--- src/rtl/dtc_pkg.sv ---
// Purpose: Constants for the dual timer/counter and external interrupt flags
// Assumes: Byte-wide special function register port, one system clock
// Notes: Mode register address is not fixed by the map; value chosen here
package dtc_pkg;
    // ==========================================================
    // Register addresses
    localparam logic [7:0] ADDR_TIMER_CTRL_FLAGS = 8'h88;
    localparam logic [7:0] ADDR_TIMER_MODE_CONFIG = 8'h89;
    localparam logic [7:0] ADDR_TIMER0_COUNT_LOW = 8'h8A;
    localparam logic [7:0] ADDR_TIMER1_COUNT_LOW = 8'h8B;
    localparam logic [7:0] ADDR_TIMER0_COUNT_HIGH = 8'h8C;
    localparam logic [7:0] ADDR_TIMER1_COUNT_HIGH = 8'h8D;
    localparam logic [7:0] ADDR_CLOCK_RATE_SELECT = 8'h8E;
    localparam logic [7:0] ADDR_POWER_CONTROL = 8'h87;
    // ==========================================================
    // Control/flag register bit positions
    localparam int T1_OVF_POS = 7;
    localparam int T1_RUN_POS = 6;
    localparam int T0_OVF_POS = 5;
    localparam int T0_RUN_POS = 4;
    localparam int X1_FLAG_POS = 3;
    localparam int X1_TYPE_POS = 2;
    localparam int X0_FLAG_POS = 1;
    localparam int X0_TYPE_POS = 0;
    // Mode register: timer 1 in upper nibble, timer 0 in lower
    localparam int GATE_POS = 3;
    localparam int CT_POS = 2;
    localparam int MSEL_HI_POS = 1;
    localparam int MSEL_LO_POS = 0;
    localparam int T1_NIBBLE = 4;
    // Clock rate select bits
    localparam int T1_FAST_POS = 4;
    localparam int T0_FAST_POS = 3;
    // Power control bits
    localparam int STOP_ALL_POS = 1;
    localparam int HALT_CPU_POS = 0;
    // ==========================================================
    // Reset values
    localparam logic [7:0] RST_BYTE = 8'h00;
    localparam logic [7:0] RST_RATE_SEL = 8'h01;
    // ==========================================================
    // Time base dividers
    localparam logic [3:0] DIV_FAST = 4'h4;
    localparam logic [3:0] DIV_SLOW = 4'hC;
    localparam logic [4:0] PRESCALE_MAX = 5'h1F;
    typedef enum logic [1:0] {
        DTC_MODE0 = 2'b00,
        DTC_MODE1 = 2'b01,
        DTC_MODE2 = 2'b10,
        DTC_MODE3 = 2'b11
    } dtc_mode_e;
endpackage

--- src/rtl/dtc_tick_div.sv ---
// Purpose: Time base divider giving a one-cycle tick every 4 or 12 clocks
// Assumes: Runs only while its clock enable is high
// Notes: Rate change takes effect in the current period; a count already past the new limit wraps at once
`timescale 1ns/1ps
`default_nettype none
module dtc_tick_div (
    // Clock and reset
    input wire logic CLK,
    input wire logic RST_B,
    // Control
    input wire logic ENABLE,
    input wire logic FAST,
    // Tick
    output logic TICK
);
    logic [3:0] cnt_q;
    logic [3:0] cnt_d;
    logic [3:0] limit;
    logic wrap;

    assign limit = FAST ? dtc_pkg::DIV_FAST : dtc_pkg::DIV_SLOW;
    assign wrap = (cnt_q >= limit - 4'h1);
    assign cnt_d = wrap ? 4'h0 : cnt_q + 4'h1;

    always_ff @(posedge CLK) begin
        if (!RST_B) begin
            cnt_q <= 4'h0;
            TICK <= 1'b0;
        end else if (ENABLE) begin
            cnt_q <= cnt_d;
            TICK <= wrap;
        end else begin
            TICK <= 1'b0;
        end
    end
endmodule
`default_nettype wire

--- src/rtl/dtc_timer_block.sv ---
// Purpose: Timer/counters 0 and 1 with external interrupt detect flags
// Assumes: SFR port writes and reads are single-cycle; pins synchronous
// Notes: Read data is registered, one cycle after the read strobe
`timescale 1ns/1ps
`default_nettype none
// Contract
// Timer 1 overflow sets flag, vector clears
// Timer 0 overflow sets flag, vector clears
// Run bit starts and stops each timer
// Detect flag: edge cleared on vector, level follows
// Type bit: falling edge or low level
// Gate bit needs pin high plus run
// Counter select: divided clock or falling pin
// Mode 0: 8-bit counter, 5-bit prescaler
// Mode 1: full 16-bit counter
// Mode 2: low byte reloads from high
// Mode 3: timer 0 split into two
// Timer 1 mode 3 holds count frozen
// Clock select: divide by 4 or 12
// Idle keeps timers and flags clocked
// Power down freezes all timer state
// Mode 0 prescaler is low five bits
// Mode 3 high byte uses timer 1 controls
module dtc_timer_block (
    // Clock and reset
    input wire logic CLK,
    input wire logic RST_B,
    // Special function register port
    input wire logic SFR_WR,
    input wire logic SFR_RD,
    input wire logic [7:0] SFR_ADDR,
    input wire logic [7:0] SFR_WDATA,
    output logic [7:0] SFR_RDATA,
    // Interrupt acknowledge from the core
    input wire logic TIMER0_VECTOR_ACK,
    input wire logic TIMER1_VECTOR_ACK,
    input wire logic EXT_EXTERNAL_INTERRUPT_PIN_ZERO_VECTOR_ACK,
    input wire logic EXT_EXTERNAL_INTERRUPT_PIN_ONE_VECTOR_ACK,
    // Pins (active-low interrupt pins)
    input wire logic EXTERNAL_INTERRUPT_PIN_ZERO_B,
    input wire logic EXTERNAL_INTERRUPT_PIN_ONE_B,
    input wire logic COUNT_PIN0,
    input wire logic COUNT_PIN1,
    // Status outputs
    output logic TIMER0_OVERFLOW_FLAG,
    output logic TIMER1_OVERFLOW_FLAG,
    output logic EXT_EXTERNAL_INTERRUPT_PIN_ZERO_DETECT_FLAG,
    output logic EXT_EXTERNAL_INTERRUPT_PIN_ONE_DETECT_FLAG,
    output logic CPU_CLOCK_STOP
);
    // ==========================================================
    // Registers
    logic [7:0] flags_q;
    logic [7:0] mode_cfg_q;
    logic [7:0] rate_sel_q;
    logic [7:0] pwr_ctl_q;
    // Count halves kept apart so mode 3 can split them
    logic [7:0] t0_lo_q;
    logic [7:0] t0_hi_q;
    logic [7:0] t1_lo_q;
    logic [7:0] t1_hi_q;
    logic [7:0] t0_lo_d;
    logic [7:0] t0_hi_d;
    logic [7:0] t1_lo_d;
    logic [7:0] t1_hi_d;
    logic [1:0] t_pin_q;
    logic [1:0] int_pin_q;
    logic [7:0] rdata_d;
    logic run_clk;
    logic tick0;
    logic tick1;

    function automatic logic wr_hit(input logic [7:0] a,
                                    input logic [7:0] target);
        wr_hit = SFR_WR && (a == target);
    endfunction

    // Power down stops everything; idle only stops the core
    assign run_clk = !pwr_ctl_q[dtc_pkg::STOP_ALL_POS];

    // Dividers run regardless of run bits, so the first tick after
    // starting a timer lands anywhere within one divider period
    dtc_tick_div u_div0 (
        .CLK(CLK),
        .RST_B(RST_B),
        .ENABLE(run_clk),
        .FAST(rate_sel_q[dtc_pkg::T0_FAST_POS]),
        .TICK(tick0)
    );
    dtc_tick_div u_div1 (
        .CLK(CLK),
        .RST_B(RST_B),
        .ENABLE(run_clk),
        .FAST(rate_sel_q[dtc_pkg::T1_FAST_POS]),
        .TICK(tick1)
    );

    // ==========================================================
    // Count enables
    logic [3:0] t0_cfg, t1_cfg;
    dtc_pkg::dtc_mode_e mode0, mode1;
    logic [1:0] int_lvl, t_fall, int_fall;
    logic gate_ok0, gate_ok1, inc0, inc1, inc_hi0_split;

    assign t0_cfg = mode_cfg_q[3:0];
    assign t1_cfg = mode_cfg_q[7:4];
    assign mode0 = dtc_pkg::dtc_mode_e'(t0_cfg[1:0]);
    assign mode1 = dtc_pkg::dtc_mode_e'(t1_cfg[1:0]);
    assign int_lvl = {EXTERNAL_INTERRUPT_PIN_ONE_B,
                      EXTERNAL_INTERRUPT_PIN_ZERO_B};
    assign t_fall = t_pin_q & ~{COUNT_PIN1, COUNT_PIN0};
    assign int_fall = int_pin_q & ~int_lvl;

    assign gate_ok0 = flags_q[dtc_pkg::T0_RUN_POS] &&
        (!t0_cfg[dtc_pkg::GATE_POS] || int_lvl[0]);
    assign gate_ok1 = flags_q[dtc_pkg::T1_RUN_POS] &&
        (!t1_cfg[dtc_pkg::GATE_POS] || int_lvl[1]);
    assign inc0 = run_clk && gate_ok0 &&
        (t0_cfg[dtc_pkg::CT_POS] ? t_fall[0] : tick0);
    assign inc1 = run_clk && gate_ok1 && (mode1 != dtc_pkg::DTC_MODE3) &&
        (t1_cfg[dtc_pkg::CT_POS] ? t_fall[1] : tick1);
    // Split high byte is timer only: internal tick, timer 1 run bit
    assign inc_hi0_split = run_clk && (mode0 == dtc_pkg::DTC_MODE3) &&
        flags_q[dtc_pkg::T1_RUN_POS] && tick1;

    // ==========================================================
    // Counter next-state per mode
    logic ovf0;
    logic ovf1;
    logic ovf_hi0;

    function automatic logic [16:0] step(input dtc_pkg::dtc_mode_e m,
                                          input logic [7:0] lo,
                                          input logic [7:0] hi);
        logic [16:0] r;
        r = {1'b0, hi, lo};
        case (m)
            dtc_pkg::DTC_MODE0: begin
                if (lo[4:0] == dtc_pkg::PRESCALE_MAX) begin
                    r = {hi == 8'hFF, hi + 8'h01, lo[7:5], 5'h00};
                end else begin
                    r = {1'b0, hi, lo[7:5], lo[4:0] + 5'h01};
                end
            end
            dtc_pkg::DTC_MODE1: begin
                r = {1'b0, hi, lo} + 17'h00001;
            end
            dtc_pkg::DTC_MODE2: begin
                if (lo == 8'hFF) begin
                    r = {1'b1, hi, hi};
                end else begin
                    r = {1'b0, hi, lo + 8'h01};
                end
            end
            dtc_pkg::DTC_MODE3: begin
                r = {lo == 8'hFF, hi, lo + 8'h01};
            end
            default: r = {1'b0, hi, lo};
        endcase
        step = r;
    endfunction

    logic [16:0] nxt0, nxt1;
    assign nxt0 = step(mode0, t0_lo_q, t0_hi_q);
    assign nxt1 = step(mode1, t1_lo_q, t1_hi_q);
    assign ovf0 = inc0 && nxt0[16];
    assign ovf1 = inc1 && nxt1[16];
    assign ovf_hi0 = inc_hi0_split && (t0_hi_q == 8'hFF);

    // A software write to a count byte wins over a same-cycle increment
    always_comb begin
        t0_lo_d = t0_lo_q;
        t0_hi_d = t0_hi_q;
        t1_lo_d = t1_lo_q;
        t1_hi_d = t1_hi_q;
        if (inc0) begin
            t0_lo_d = nxt0[7:0];
            if (mode0 != dtc_pkg::DTC_MODE3) begin
                t0_hi_d = nxt0[15:8];
            end
        end
        if (inc_hi0_split) begin
            t0_hi_d = t0_hi_q + 8'h01;
        end
        if (inc1) begin
            t1_lo_d = nxt1[7:0];
            t1_hi_d = nxt1[15:8];
        end
        if (wr_hit(SFR_ADDR, dtc_pkg::ADDR_TIMER0_COUNT_LOW)) t0_lo_d = SFR_WDATA;
        if (wr_hit(SFR_ADDR, dtc_pkg::ADDR_TIMER0_COUNT_HIGH)) t0_hi_d = SFR_WDATA;
        if (wr_hit(SFR_ADDR, dtc_pkg::ADDR_TIMER1_COUNT_LOW)) t1_lo_d = SFR_WDATA;
        if (wr_hit(SFR_ADDR, dtc_pkg::ADDR_TIMER1_COUNT_HIGH)) t1_hi_d = SFR_WDATA;
    end

    // ==========================================================
    // Control and flag register
    logic [7:0] flags_d;
    logic [7:0] flags_out;
    logic set_tf1;
    assign set_tf1 = ovf1 || ovf_hi0;
    // Status pins follow the stored bits, so they freeze in power down
    assign flags_out = run_clk ? flags_d : flags_q;

    always_comb begin
        flags_d = flags_q;
        if (wr_hit(SFR_ADDR, dtc_pkg::ADDR_TIMER_CTRL_FLAGS)) begin
            flags_d = SFR_WDATA;
        end
        // Vector clears override software writes; events override both,
        // so an overflow in the acknowledge cycle is never lost
        if (TIMER1_VECTOR_ACK) flags_d[dtc_pkg::T1_OVF_POS] = 1'b0;
        if (TIMER0_VECTOR_ACK) flags_d[dtc_pkg::T0_OVF_POS] = 1'b0;
        if (set_tf1) flags_d[dtc_pkg::T1_OVF_POS] = 1'b1;
        if (ovf0) flags_d[dtc_pkg::T0_OVF_POS] = 1'b1;
        // Level mode rewrites the detect bit each cycle from the pin
        if (flags_q[dtc_pkg::X0_TYPE_POS]) begin
            if (EXT_EXTERNAL_INTERRUPT_PIN_ZERO_VECTOR_ACK) flags_d[dtc_pkg::X0_FLAG_POS] = 1'b0;
            if (int_fall[0]) flags_d[dtc_pkg::X0_FLAG_POS] = 1'b1;
        end else begin
            flags_d[dtc_pkg::X0_FLAG_POS] = !int_lvl[0];
        end
        if (flags_q[dtc_pkg::X1_TYPE_POS]) begin
            if (EXT_EXTERNAL_INTERRUPT_PIN_ONE_VECTOR_ACK) flags_d[dtc_pkg::X1_FLAG_POS] = 1'b0;
            if (int_fall[1]) flags_d[dtc_pkg::X1_FLAG_POS] = 1'b1;
        end else begin
            flags_d[dtc_pkg::X1_FLAG_POS] = !int_lvl[1];
        end
    end

    // ==========================================================
    // Read mux; unmapped addresses read high like unimplemented SFRs
    always_comb begin
        case (SFR_ADDR)
            dtc_pkg::ADDR_TIMER_CTRL_FLAGS: rdata_d = flags_q;
            dtc_pkg::ADDR_TIMER_MODE_CONFIG: rdata_d = mode_cfg_q;
            dtc_pkg::ADDR_TIMER0_COUNT_LOW: rdata_d = t0_lo_q;
            dtc_pkg::ADDR_TIMER1_COUNT_LOW: rdata_d = t1_lo_q;
            dtc_pkg::ADDR_TIMER0_COUNT_HIGH: rdata_d = t0_hi_q;
            dtc_pkg::ADDR_TIMER1_COUNT_HIGH: rdata_d = t1_hi_q;
            dtc_pkg::ADDR_CLOCK_RATE_SELECT: rdata_d = rate_sel_q;
            dtc_pkg::ADDR_POWER_CONTROL: rdata_d = pwr_ctl_q;
            default: rdata_d = 8'hFF;
        endcase
    end

    // ==========================================================
    // State update; power down freezes counters and flags
    // Limitation: once power down is set only reset brings it back
    always_ff @(posedge CLK) begin
        if (!RST_B) begin
            flags_q <= dtc_pkg::RST_BYTE;
            mode_cfg_q <= dtc_pkg::RST_BYTE;
            rate_sel_q <= dtc_pkg::RST_RATE_SEL;
            pwr_ctl_q <= dtc_pkg::RST_BYTE;
            t0_lo_q <= dtc_pkg::RST_BYTE;
            t0_hi_q <= dtc_pkg::RST_BYTE;
            t1_lo_q <= dtc_pkg::RST_BYTE;
            t1_hi_q <= dtc_pkg::RST_BYTE;
            // Pin history starts at the idle level: no false edge
            t_pin_q <= 2'b11;
            int_pin_q <= 2'b11;
            SFR_RDATA <= 8'h00;
        end else if (run_clk) begin
            flags_q <= flags_d;
            t0_lo_q <= t0_lo_d;
            t0_hi_q <= t0_hi_d;
            t1_lo_q <= t1_lo_d;
            t1_hi_q <= t1_hi_d;
            t_pin_q <= {COUNT_PIN1, COUNT_PIN0};
            int_pin_q <= int_lvl;
            if (wr_hit(SFR_ADDR, dtc_pkg::ADDR_TIMER_MODE_CONFIG)) begin
                mode_cfg_q <= SFR_WDATA;
            end
            if (wr_hit(SFR_ADDR, dtc_pkg::ADDR_CLOCK_RATE_SELECT)) begin
                rate_sel_q <= SFR_WDATA;
            end
            if (wr_hit(SFR_ADDR, dtc_pkg::ADDR_POWER_CONTROL)) begin
                pwr_ctl_q <= SFR_WDATA;
            end
            if (SFR_RD) begin
                SFR_RDATA <= rdata_d;
            end
        end
    end

    // ==========================================================
    // Status outputs from flip-flops
    always_ff @(posedge CLK) begin
        if (!RST_B) begin
            TIMER0_OVERFLOW_FLAG <= 1'b0;
            TIMER1_OVERFLOW_FLAG <= 1'b0;
            EXT_EXTERNAL_INTERRUPT_PIN_ZERO_DETECT_FLAG <= 1'b0;
            EXT_EXTERNAL_INTERRUPT_PIN_ONE_DETECT_FLAG <= 1'b0;
            CPU_CLOCK_STOP <= 1'b0;
        end else begin
            TIMER0_OVERFLOW_FLAG <= flags_out[dtc_pkg::T0_OVF_POS];
            TIMER1_OVERFLOW_FLAG <= flags_out[dtc_pkg::T1_OVF_POS];
            EXT_EXTERNAL_INTERRUPT_PIN_ZERO_DETECT_FLAG <= flags_out[dtc_pkg::X0_FLAG_POS];
            EXT_EXTERNAL_INTERRUPT_PIN_ONE_DETECT_FLAG <= flags_out[dtc_pkg::X1_FLAG_POS];
            // Idle or power down stops the core clock
            CPU_CLOCK_STOP <= pwr_ctl_q[dtc_pkg::HALT_CPU_POS] ||
                pwr_ctl_q[dtc_pkg::STOP_ALL_POS];
        end
    end
endmodule
`default_nettype wire
--- config.mk ---
export PLATFORM = sky130hd
export DESIGN_NAME = dtc_timer_block
export DESIGN_NICKNAME = d
export VERILOG_FILES = /design/src/rtl/dtc_pkg.sv /design/src/rtl/dtc_tick_div.sv /design/src/rtl/dtc_timer_block.sv
export SDC_FILE = /design/constraint.sdc
export NUM_CORES = 1
export LEC_CHECK = 0
export BUFFER_PORTS_ARGS = -buffer_cell sky130_fd_sc_hd__buf_2
export CAP_MARGIN = 20
export CORE_ASPECT_RATIO = 1.75
export CORE_MARGIN = 5
export CORE_UTILIZATION = 25
export CTS_CLUSTER_DIAMETER = 150
export DETAILED_ROUTE_END_ITERATION = 7
export PLACE_DENSITY = 0.46
export SYNTH_ARGS = -nofsm -noshare
export SYNTH_HDL_FRONTEND = slang
export SYNTH_HIERARCHICAL = 1
export SYNTH_SLANG_ARGS = --single-unit
--- constraint.sdc ---
create_clock -name CLK -period 2.3 [get_ports CLK]
set_input_delay 0.575 -clock CLK [delete_from_list [all_inputs] [get_ports CLK]]
set_output_delay 0.575 -clock CLK [all_outputs]
set_load 0.1 [all_outputs]
# Word-level counts from Yosys, hierarchy flattened
# Cells that the tools add are included.
[op_classes]
n_addsub = 12
magnitude_cmp = 2
eq_ne = 30
n_mux = 37
bitwise_logic = 6
n_reduce_logical = 49
[ops]
columns = ["cell", "n"]
rows = [
  ["$pmux 17 s4", 2],
  ["$eq 8x8->1 const B", 12],
  ["$mux 8", 12],
  ["$mux 17", 4],
  ["$pmux 8 s8", 1],
  ["$add 16x1->17 const B", 2],
  ["$add 8x1->8 const B", 4],
  ["$logic_and 1x1->1", 21],
  ["$mux 4", 4],
  ["$reduce_and 2->1", 7],
  ["$mux 1", 12],
  ["$ne 2x2->1 const B", 6],
  ["$add 5x1->5 const B", 2],
  ["$eq 5x5->1 const B", 2],
  ["$add 4x1->4 const B", 2],
  ["$eq 2x2->1 const B", 4],
  ["$ge 4x4->1", 2],
  ["$sub 4x1->4 const B", 2],
  ["$ne 3x3->1 const B", 2],
  ["$reduce_and 3->1", 2],
  ["$reduce_and 6->1", 1],
  ["$reduce_bool 2->1", 3],
  ["$reduce_bool 3->1", 2],
  ["$logic_not 1->1", 5],
  ["11 further kinds", 20],
]
[word_totals]
ff_bits = 91
out_inout_bits = 13

# Depth between registers and ports, before layout
# Gate-level depths: netlist of the first run.
[logic_depth]
depth_word = 10
depth_mapped = 9
depth_no_buf = 8

# Modules after synthesis
# Netlist of the first run, hierarchy kept.
[modules_own_cells]
columns = ["module", "instances", "cells_each", "area_per_inst_um2", "seq_area_each_um2"]
rows = [
  ["dtc_timer_block", 1, 646, 5170.0, 1541.5],
  ["dtc_tick_div", 2, 21, 221.5, 100.1],
]

# Worst setup path after synthesis of the first run
# No wires, ideal clock.
[synth_timing]
path_type = "input-to-reg"
startpoint = "in SFR_ADDR[5]"
endpoint = "reg rate_sel_q[0]"
setup_ps = 128
arrival_ps = 2106
slack_ps = 66
stages = 7
path_buffers = 2
cell_sequence = "or4b_1 buf_2 nor3_4 and3_1 buf_6 mux2i_1 nand2_1"
[synth_between]
elab_chain_cells = 3
[synth_rtl]
columns = ["element", "line_no", "rtl"]
rows = [
  ["start, declared", "dtc_timer_block.sv:31", "input wire logic [7:0] SFR_ADDR,"],
  ["$eq 8x8->1", "dtc_timer_block.sv:75", "wr_hit = SFR_WR && (a == target);"],
  ["$logic_and 1x1->1", "dtc_timer_block.sv:75", ""],
  ["$reduce_and 2->1 (no source line)", "n/a", ""],
  ["end signal, assigned", "dtc_timer_block.sv:253", "rate_sel_q <= dtc_pkg::RST_RATE_SEL;"],
  ["end, declared", "dtc_timer_block.sv:55", "logic [7:0] rate_sel_q;"],
]
# Every way passes these cells.
# A chain may end at the register's enable or synchronous reset.

# Worst setup path in the final report of the first run
[layout_timing]
startpoint = "reg t1_lo_q[0]"
endpoint = "reg t1_hi_q[2]"
[layout_between]
elab_chain_cells = 4
elab_cells_between_ends = 7
cone_classes = "1 x add/sub; 2 x eq/ne; 3 x mux; 1 x reduce/logical"
[layout_rtl]
columns = ["element", "line_no", "rtl"]
rows = [
  ["start, declared", "dtc_timer_block.sv:60", "logic [7:0] t1_lo_q;"],
  ["start signal, assigned", "dtc_timer_block.sv:257", "t1_lo_q <= dtc_pkg::RST_BYTE;"],
  ["start signal, assigned", "dtc_timer_block.sv:267", "t1_lo_q <= t1_lo_d;"],
  ["$add 16x1->17", "dtc_timer_block.sv:146", "r = {1'b0, hi, lo} + 17'h00001;"],
  ["$pmux 17 s4", "dtc_timer_block.sv:137", "case (m)"],
  ["$mux 8", "dtc_timer_block.sv:185", "if (inc1) begin"],
  ["$mux 8", "dtc_timer_block.sv:192", "if (wr_hit(SFR_ADDR, dtc_pkg::ADDR_TIMER1_COUNT_HIGH)) t1_hi_d = SFR_WDATA;"],
  ["end signal, assigned", "dtc_timer_block.sv:258", "t1_hi_q <= dtc_pkg::RST_BYTE;"],
  ["end signal, assigned", "dtc_timer_block.sv:268", "t1_hi_q <= t1_hi_d;"],
  ["end, declared", "dtc_timer_block.sv:61", "logic [7:0] t1_hi_q;"],
]
# Several ways; a longest one is shown, not always the timed one. The select of a mux whose other input is x is not followed.

==> impl_metrics.json, run 1 <==
{
  "root_buffer": "clkbuf_16",
  "netlist_instances": 688,
  "seq_area_um2": 1740,
  "core_area_um2": 22200,
  "place_congestion": 0.857,
  "cts_tree": "built",
  "drv_slew": 0,
  "die_w_um": 123,
  "pin_count": 41,
  "r2r_slack_ns": 0.14,
  "total_power_mw": 3.36,
  "crit_path_top_delay_cell": "a41oi_1",
  "grt_pass1_wl_um": 33900,
  "status": "finished clean",
  "rows": 72,
  "path_cells": "ha_1, and3_1, ha_1, nor3b_1, buf_4, a41oi_1, nor3b_1, o21ai_0, a31oi_1",
  "setup.worst_path.start_class": "flip-flop",
  "yosys.area.top_type": "dfxtp_1",
  "synth_seq_cells": 87,
  "hold_class": "flip-flop to flip-flop",
  "cts_setup_buffers": 0,
  "totalWireLength_um": 22300,
  "port_buffers": 40,
  "p_leak_nw": 2.52,
  "dieArea_um2": 25700,
  "grt_pass1_vias": 5618,
  "wl_per_cell_um": 21.2,
  "die_height_um": 208,
  "vias": 5671,
  "hold_buffers": 0,
  "synth_fp_nets": 728,
  "synthToLayoutAreaGrowth_pct": 20.8,
  "firstDrtPassIters": 5,
  "worst_slew_pin_slew_ns": 0.540,
  "drt-met1-wl_um": 8470,
  "start_util_pct": 25.3,
  "nets": 792,
  "synth.avg_cell_area_um2": 8.16,
  "post-route-util_pct": 30.6,
  "grt_max_degree": 35,
  "maxCapViolCount": 0,
  "top_layer": "met4",
  "clock_skew_ns": 0.0109,
  "clk_latency_ns": 0.35,
  "synth_area_um2": 5610,
  "drt_iter0_markers": 378,
  "crit_arrival_ns": 2.39,
  "gr-usage-all-layers_pct": 17.5,
  "clkTransAtPathRegs_ns": 0.07,
  "layout_min_cycle_time_ns": 2.16,
  "dp_cells": 1037,
  "post-route-drc-count": 0,
  "finalNonFillerCells": 1053,
  "nFillCells": 2451,
  "setup.worst_path.class": "flip-flop to flip-flop",
  "ys_warn_count": 6,
  "ys_seq_area_share_pct": 31.0,
  "yosysUniqueCellTypes": 74,
  "ys_async_sr_fraction_pct": 0,
  "ys.flop_type": "dfxtp_1",
  "drive_gt1_share_pct": 20.3,
  "rsz0062_at_grt": "false",
  "place_ws_ns": -0.112,
  "layout_common_cells": "87 x dfxtp_1, 71 x buf_4, 56 x nand2_1, 47 x nor2_1",
  "wl_met3_um": 721,
  "viasPerCell": 5.39,
  "ctsResizeCount": 0,
  "fin_crit_sh_pct": 94.1,
  "ant_nets": 0,
  "critical-path-max-stage-delay_ns": 0.36,
  "relSlewSlack_pct": 64.0,
  "multiInputGateArea_um2": 3570,
  "clock_sinks": 87,
  "layout_commonest_cell": "dfxtp_1",
  "worst_slack_ns": 0.136,
  "finalSetupViolCount": 0,
  "endpoint_kind": "flip-flop",
  "cts_max_path_buffers": 2,
  "dp_hpwl_um": 17100,
  "cts-buffers-inserted": 9,
  "synthTopCellsByArea": "dfxtp_1 31%, mux2i_1 7.1%, nand2_1 3.7%",
  "worstPathRequired_ns": 2.53,
  "htree_levels": 3,
  "hold_viol": 0,
  "wl_met2_um": 12000,
  "diodes": 0,
  "ir_drop_mv": 0.333,
  "grt_antenna_before_repair": 0,
  "grt-ovfl-total": 0,
  "p_per_area_nw_per_um2": 496,
  "fmax_mhz": 462,
  "synth-edff-count": 0,
  "synth_top_cell_area_share_pct": 31.0,
  "worstPathMaxFanout": 10
}
-- cell families after synthesis --
group	count (synthesis)	share of synthesized area, %
buffers and inverters	72	5.44
multiplexers	49	8.94
AND/OR/NAND/NOR	247	24.2
flip-flops	87	31.0
XOR/XNOR	15	2.34
adder cells (fa/ha/maj)	12	2.67
AO/OA/AOI/OAI	206	25.4
-- worst paths after layout --
| check | start | endpoint | cells after the start |
|---|---|---|---|
| worst min register to register | pwr_ctl_q[4] | SFR_RDATA[4] | 2 |
| worst max-delay path | t1_lo_q[0] | t1_hi_q[2] | 9 |
| worst min-delay path | pwr_ctl_q[4] | SFR_RDATA[4] | 2 |
| worst max register to register | t1_lo_q[0] | t1_hi_q[2] | 9 |
-- per-stage QoR --
stage / hold WS [ns] / cell area [um2] / TNS, ns
floorplan: 0.430 / 5610 / 0
global placement: 0.443 / 6500 / -0.263
detailed placement: 0.446 / 6500 / -0.307
CTS: 0.449 / 6780 / 0
global route: 0.478 / 6780 / 0
finish: 0.449 / 6780 / 0
-- cell usage after synthesis, drive strengths merged, types with 8 or more instances --
library cell   n
a211oi        10
a21oi         34
a22o           8
a31oi         21
and3          20
and4          11
buf           23
clkbuf        37
dfxtp         87
ha            12
inv           11
mux2           9
mux2i         40
nand2         56
nand3         38
nand4         14
nor2          50
nor2b         14
nor3          10
nor3b          9
o21ai         39
o22ai         14
xnor2          8
-- power by group --
part           internal [mW]  switching (mW)
Combinational         0.0972           0.251
Sequential              1.53          0.0192
Clock                  0.772           0.688
Total                   2.40           0.958
-- registers in the layout, summed over array words and instances, names as in the netlist --
register        flops
int_pin_q           2
t0_lo_q             8
flags_q             8
u_div0/TICK         1
t0_hi_q             8
rate_sel_q          8
pwr_ctl_q           8
SFR_RDATA           8
u_div0/cnt_q        4
t_pin_q             2
mode_cfg_q          8
t1_lo_q             8
u_div1/TICK         1
CPU_CLOCK_STOP      1
t1_hi_q             8
u_div1/cnt_q        4
-- area by class of cell --
| class | instances | area share [%] |
|---|---|---|
| Clock buffer | 11 | 3.58 |
| Clock inverter | 5 | 0.572 |
| Inverter | 12 | 0.665 |
| Multi-Input combinational cell | 529 | 52.6 |
| Sequential cell | 87 | 25.7 |
| Tap cell | 296 | 5.46 |
| Timing Repair Buffer | 113 | 11.4 |
-- layer usage --
metal / GRT usage (%) / up-vias
met3: 2.23 / 49
li1: - / 2719
met5: 0 / -
met2: 31.9 / 152
met4: 9.87 / 0
met1: 19.0 / 2751
-- critical path: cells and delay by family (launching register included) --
family	cells	cell delay (ns)
buffers and inverters	1	0.19
adder cells (fa/ha/maj)	2	0.44
flip-flops	1	0.32
AO/OA/AOI/OAI	3	0.67
AND/OR/NAND/NOR	3	0.44
Note: power is estimated with default switching activity, not from simulation.
==> run 2: changes to the inputs <==
--- a/config.mk
+++ b/config.mk
@@ -7,12 +7,13 @@
 export LEC_CHECK = 0
 export BUFFER_PORTS_ARGS = -buffer_cell sky130_fd_sc_hd__buf_2
 export CAP_MARGIN = 20
-export CORE_ASPECT_RATIO = 1.75
+export CORE_ASPECT_RATIO = 1.2
 export CORE_MARGIN = 5
 export CORE_UTILIZATION = 25
 export CTS_CLUSTER_DIAMETER = 150
 export DETAILED_ROUTE_END_ITERATION = 7
 export PLACE_DENSITY = 0.46
+export RECOVER_POWER = 25
 export SYNTH_ARGS = -nofsm -noshare
 export SYNTH_HDL_FRONTEND = slang
 export SYNTH_HIERARCHICAL = 1
==> impl_metrics.json, run 2 (synthesized netlist as in run 1, its figures left out) <==
{
  "critical_path.top_delay_family": "simple AND/OR/NAND/NOR gates",
  "worst_slew_pin_slew_ns": 0.759,
  "grt_antenna_before_repair": 0,
  "layout_commonest_cell": "dfxtp_1",
  "postPlaceCellArea_um2": 6490,
  "grt-ovfl-total": 0,
  "port_buffers": 40,
  "internal-power_mw": 2.40,
  "dieArea_um2": 25600,
  "clk_latency_ns": 0.36,
  "vias": 5548,
  "worstPathMaxFanout": 6,
  "sw_frac_of_total_pct": 29.6,
  "switchingPower_mw": 1.01,
  "rows": 60,
  "worstReg2RegStart": "t0_lo_q[0]",
  "ir_drop_mv": 0.338,
  "finalSetupViolCount": 0,
  "grt_pass1_wl_um": 32300,
  "diodes": 0,
  "cp_num_cells": 10,
  "totalWireLength_um": 21100,
  "cts-buffers-inserted": 9,
  "rr_worst_depth": 10,
  "die_height_um": 174,
  "critical-path-max-stage-delay_ns": 0.31,
  "grt_pass1_vias": 5380,
  "drt_iter0_markers": 477,
  "pwr-share-comb_pct": 10.2,
  "status": "finished clean",
  "dp_hpwl_um": 15500,
  "wl_per_cell_um": 20.3,
  "finalInstanceArea_um2": 6850,
  "p_per_area_nw_per_um2": 498,
  "viasPerCell": 5.34,
  "layout_min_cycle_time_ns": 2.16,
  "critPathBufInv": 2,
  "nets": 794,
  "drv_slew": 0,
  "maxCapViolCount": 0,
  "worstPathRequired_ns": 2.59,
  "p_leak_nw": 2.55,
  "firstDrtPassIters": 5,
  "relSlewSlack_pct": 49.4,
  "post-route-util_pct": 30.7,
  "gr-usage-all-layers_pct": 16.3,
  "setup.worst_path.start_class": "flip-flop",
  "seq_area_um2": 1740,
  "setup.worst_path.class": "flip-flop to flip-flop",
  "ant_nets": 0,
  "rsz0062_at_grt": "false",
  "worstHoldEndpoint": "t_pin_q[0]",
  "cts_max_path_buffers": 2,
  "holdPathStages": 3,
  "finalNonFillerCells": 1038,
  "layout_common_cells": "87 x dfxtp_1, 69 x buf_4, 56 x nand2_1, 46 x nor2_1, 40 x mux2i_1",
  "htree_levels": 3,
  "clock_skew_ns": 0.0144,
  "fmax_mhz": 462,
  "nFillCells": 2363,
  "clkTransAtPathRegs_ns": 0.07,
  "root_buffer": "clkbuf_16",
  "synthToLayoutAreaGrowth_pct": 22.0,
  "place_congestion": 0.835,
  "fin_crit_sh_pct": 94.1,
  "min-delay-start": "COUNT_PIN0",
  "clock_sinks": 87,
  "multiInputGateArea_um2": 3600,
  "crit_arrival_ns": 2.45,
  "core_area_um2": 22300,
  "r2r_slack_ns": 0.14,
  "p_clk_share_pct": 44.4,
  "crit_path_top_delay_cell": "dfxtp_1",
  "pwr-share-seq_pct": 45.4,
  "cts_tree": "built",
  "drive_gt1_share_pct": 21.1,
  "worstReg2RegEnd": "t0_hi_q[0]",
  "dp_cells": 1019,
  "path_cells": "ha_1, and3_1, ha_2, nor3b_2, buf_4, nor2_4, o221ai_4, buf_6, or2_2, a21oi_2",
  "hold_viol": 0,
  "hold_buffers": 0,
  "post-route-drc-count": 0,
  "pin_count": 41,
  "hold_class": "input pin to flip-flop",
  "start_util_pct": 25.2,
  "grt_max_degree": 34,
  "endpoint_kind": "flip-flop",
  "die_w_um": 147
}
[run 2: worst max path at each step]
stage / endpoint / from / slack (ns)
floorplan: rate_sel_q[0] / SFR_ADDR[5] / 0.07
global route: t1_hi_q[7] / t1_lo_q[0] / 0.04
CTS: t0_hi_q[0] / t0_lo_q[0] / 0.02
global placement: t1_lo_q[4] / SFR_ADDR[5] / -0.09
detailed placement: t1_lo_q[4] / SFR_ADDR[5] / -0.09
finish: t0_hi_q[0] / t0_lo_q[0] / 0.14
[run 2: per-layer routing]
metal / up-vias / GRT usage, % / part of all wire (%)
met5: - / 0 / 0
li1: 2728 / - / -
met1: 2658 / 21.5 / 45
met2: 143 / 27.2 / 48
met3: 19 / 2.27 / 4.8
met4: 0 / 5.57 / 1.9
[run 2: worst min-delay path, stage by stage]
cell and delay [ns]:
buf_2 0.09, mux2i_1 0.06, nand2_1 0.06
[run 2: through the flow]
stage	setup slack [ns]	setup TNS, ns	hold slack [ns]	total power, mW
after detailed placement	-0.0863	-0.658	0.448	1.93
after floorplan	0.0662	0	0.430	1.81
after global routing	0.0369	0	0.475	3.53
after global placement	-0.0906	-0.608	0.446	1.93
final	0.136	0	0.447	3.41
after CTS	0.0189	0	0.442	3.46
[run 2: cell type report]
| cell class | count | area share, % |
|---|---|---|
| Sequential cell | 87 | 25.4 |
| Multi-Input combinational cell | 529 | 52.5 |
| Inverter | 12 | 0.658 |
| Clock inverter | 7 | 1.06 |
| Timing Repair Buffer | 115 | 12.0 |
| Tap cell | 279 | 5.10 |
| Clock buffer | 9 | 3.29 |
[run 2: timing repair]
action | 4_1_cts | 5_1_grt
resized for setup | 1 | 7
pin swaps | 0 | 1
setup endpoints to repair | 1 | 6
setup buffers | 0 | 2
gates cloned | 0 | 1
[run 2: power groups by stage]
| stage | Clock [mW] | Combinational (mW) | Sequential (mW) |
|---|---|---|---|
| floorplan | 0 | 0.133 | 1.67 |
| global placement | 0 | 0.348 | 1.59 |
| detailed placement | 0 | 0.348 | 1.59 |
| CTS | 1.56 | 0.349 | 1.55 |
| global route | 1.61 | 0.369 | 1.55 |
| finish | 1.52 | 0.348 | 1.55 |
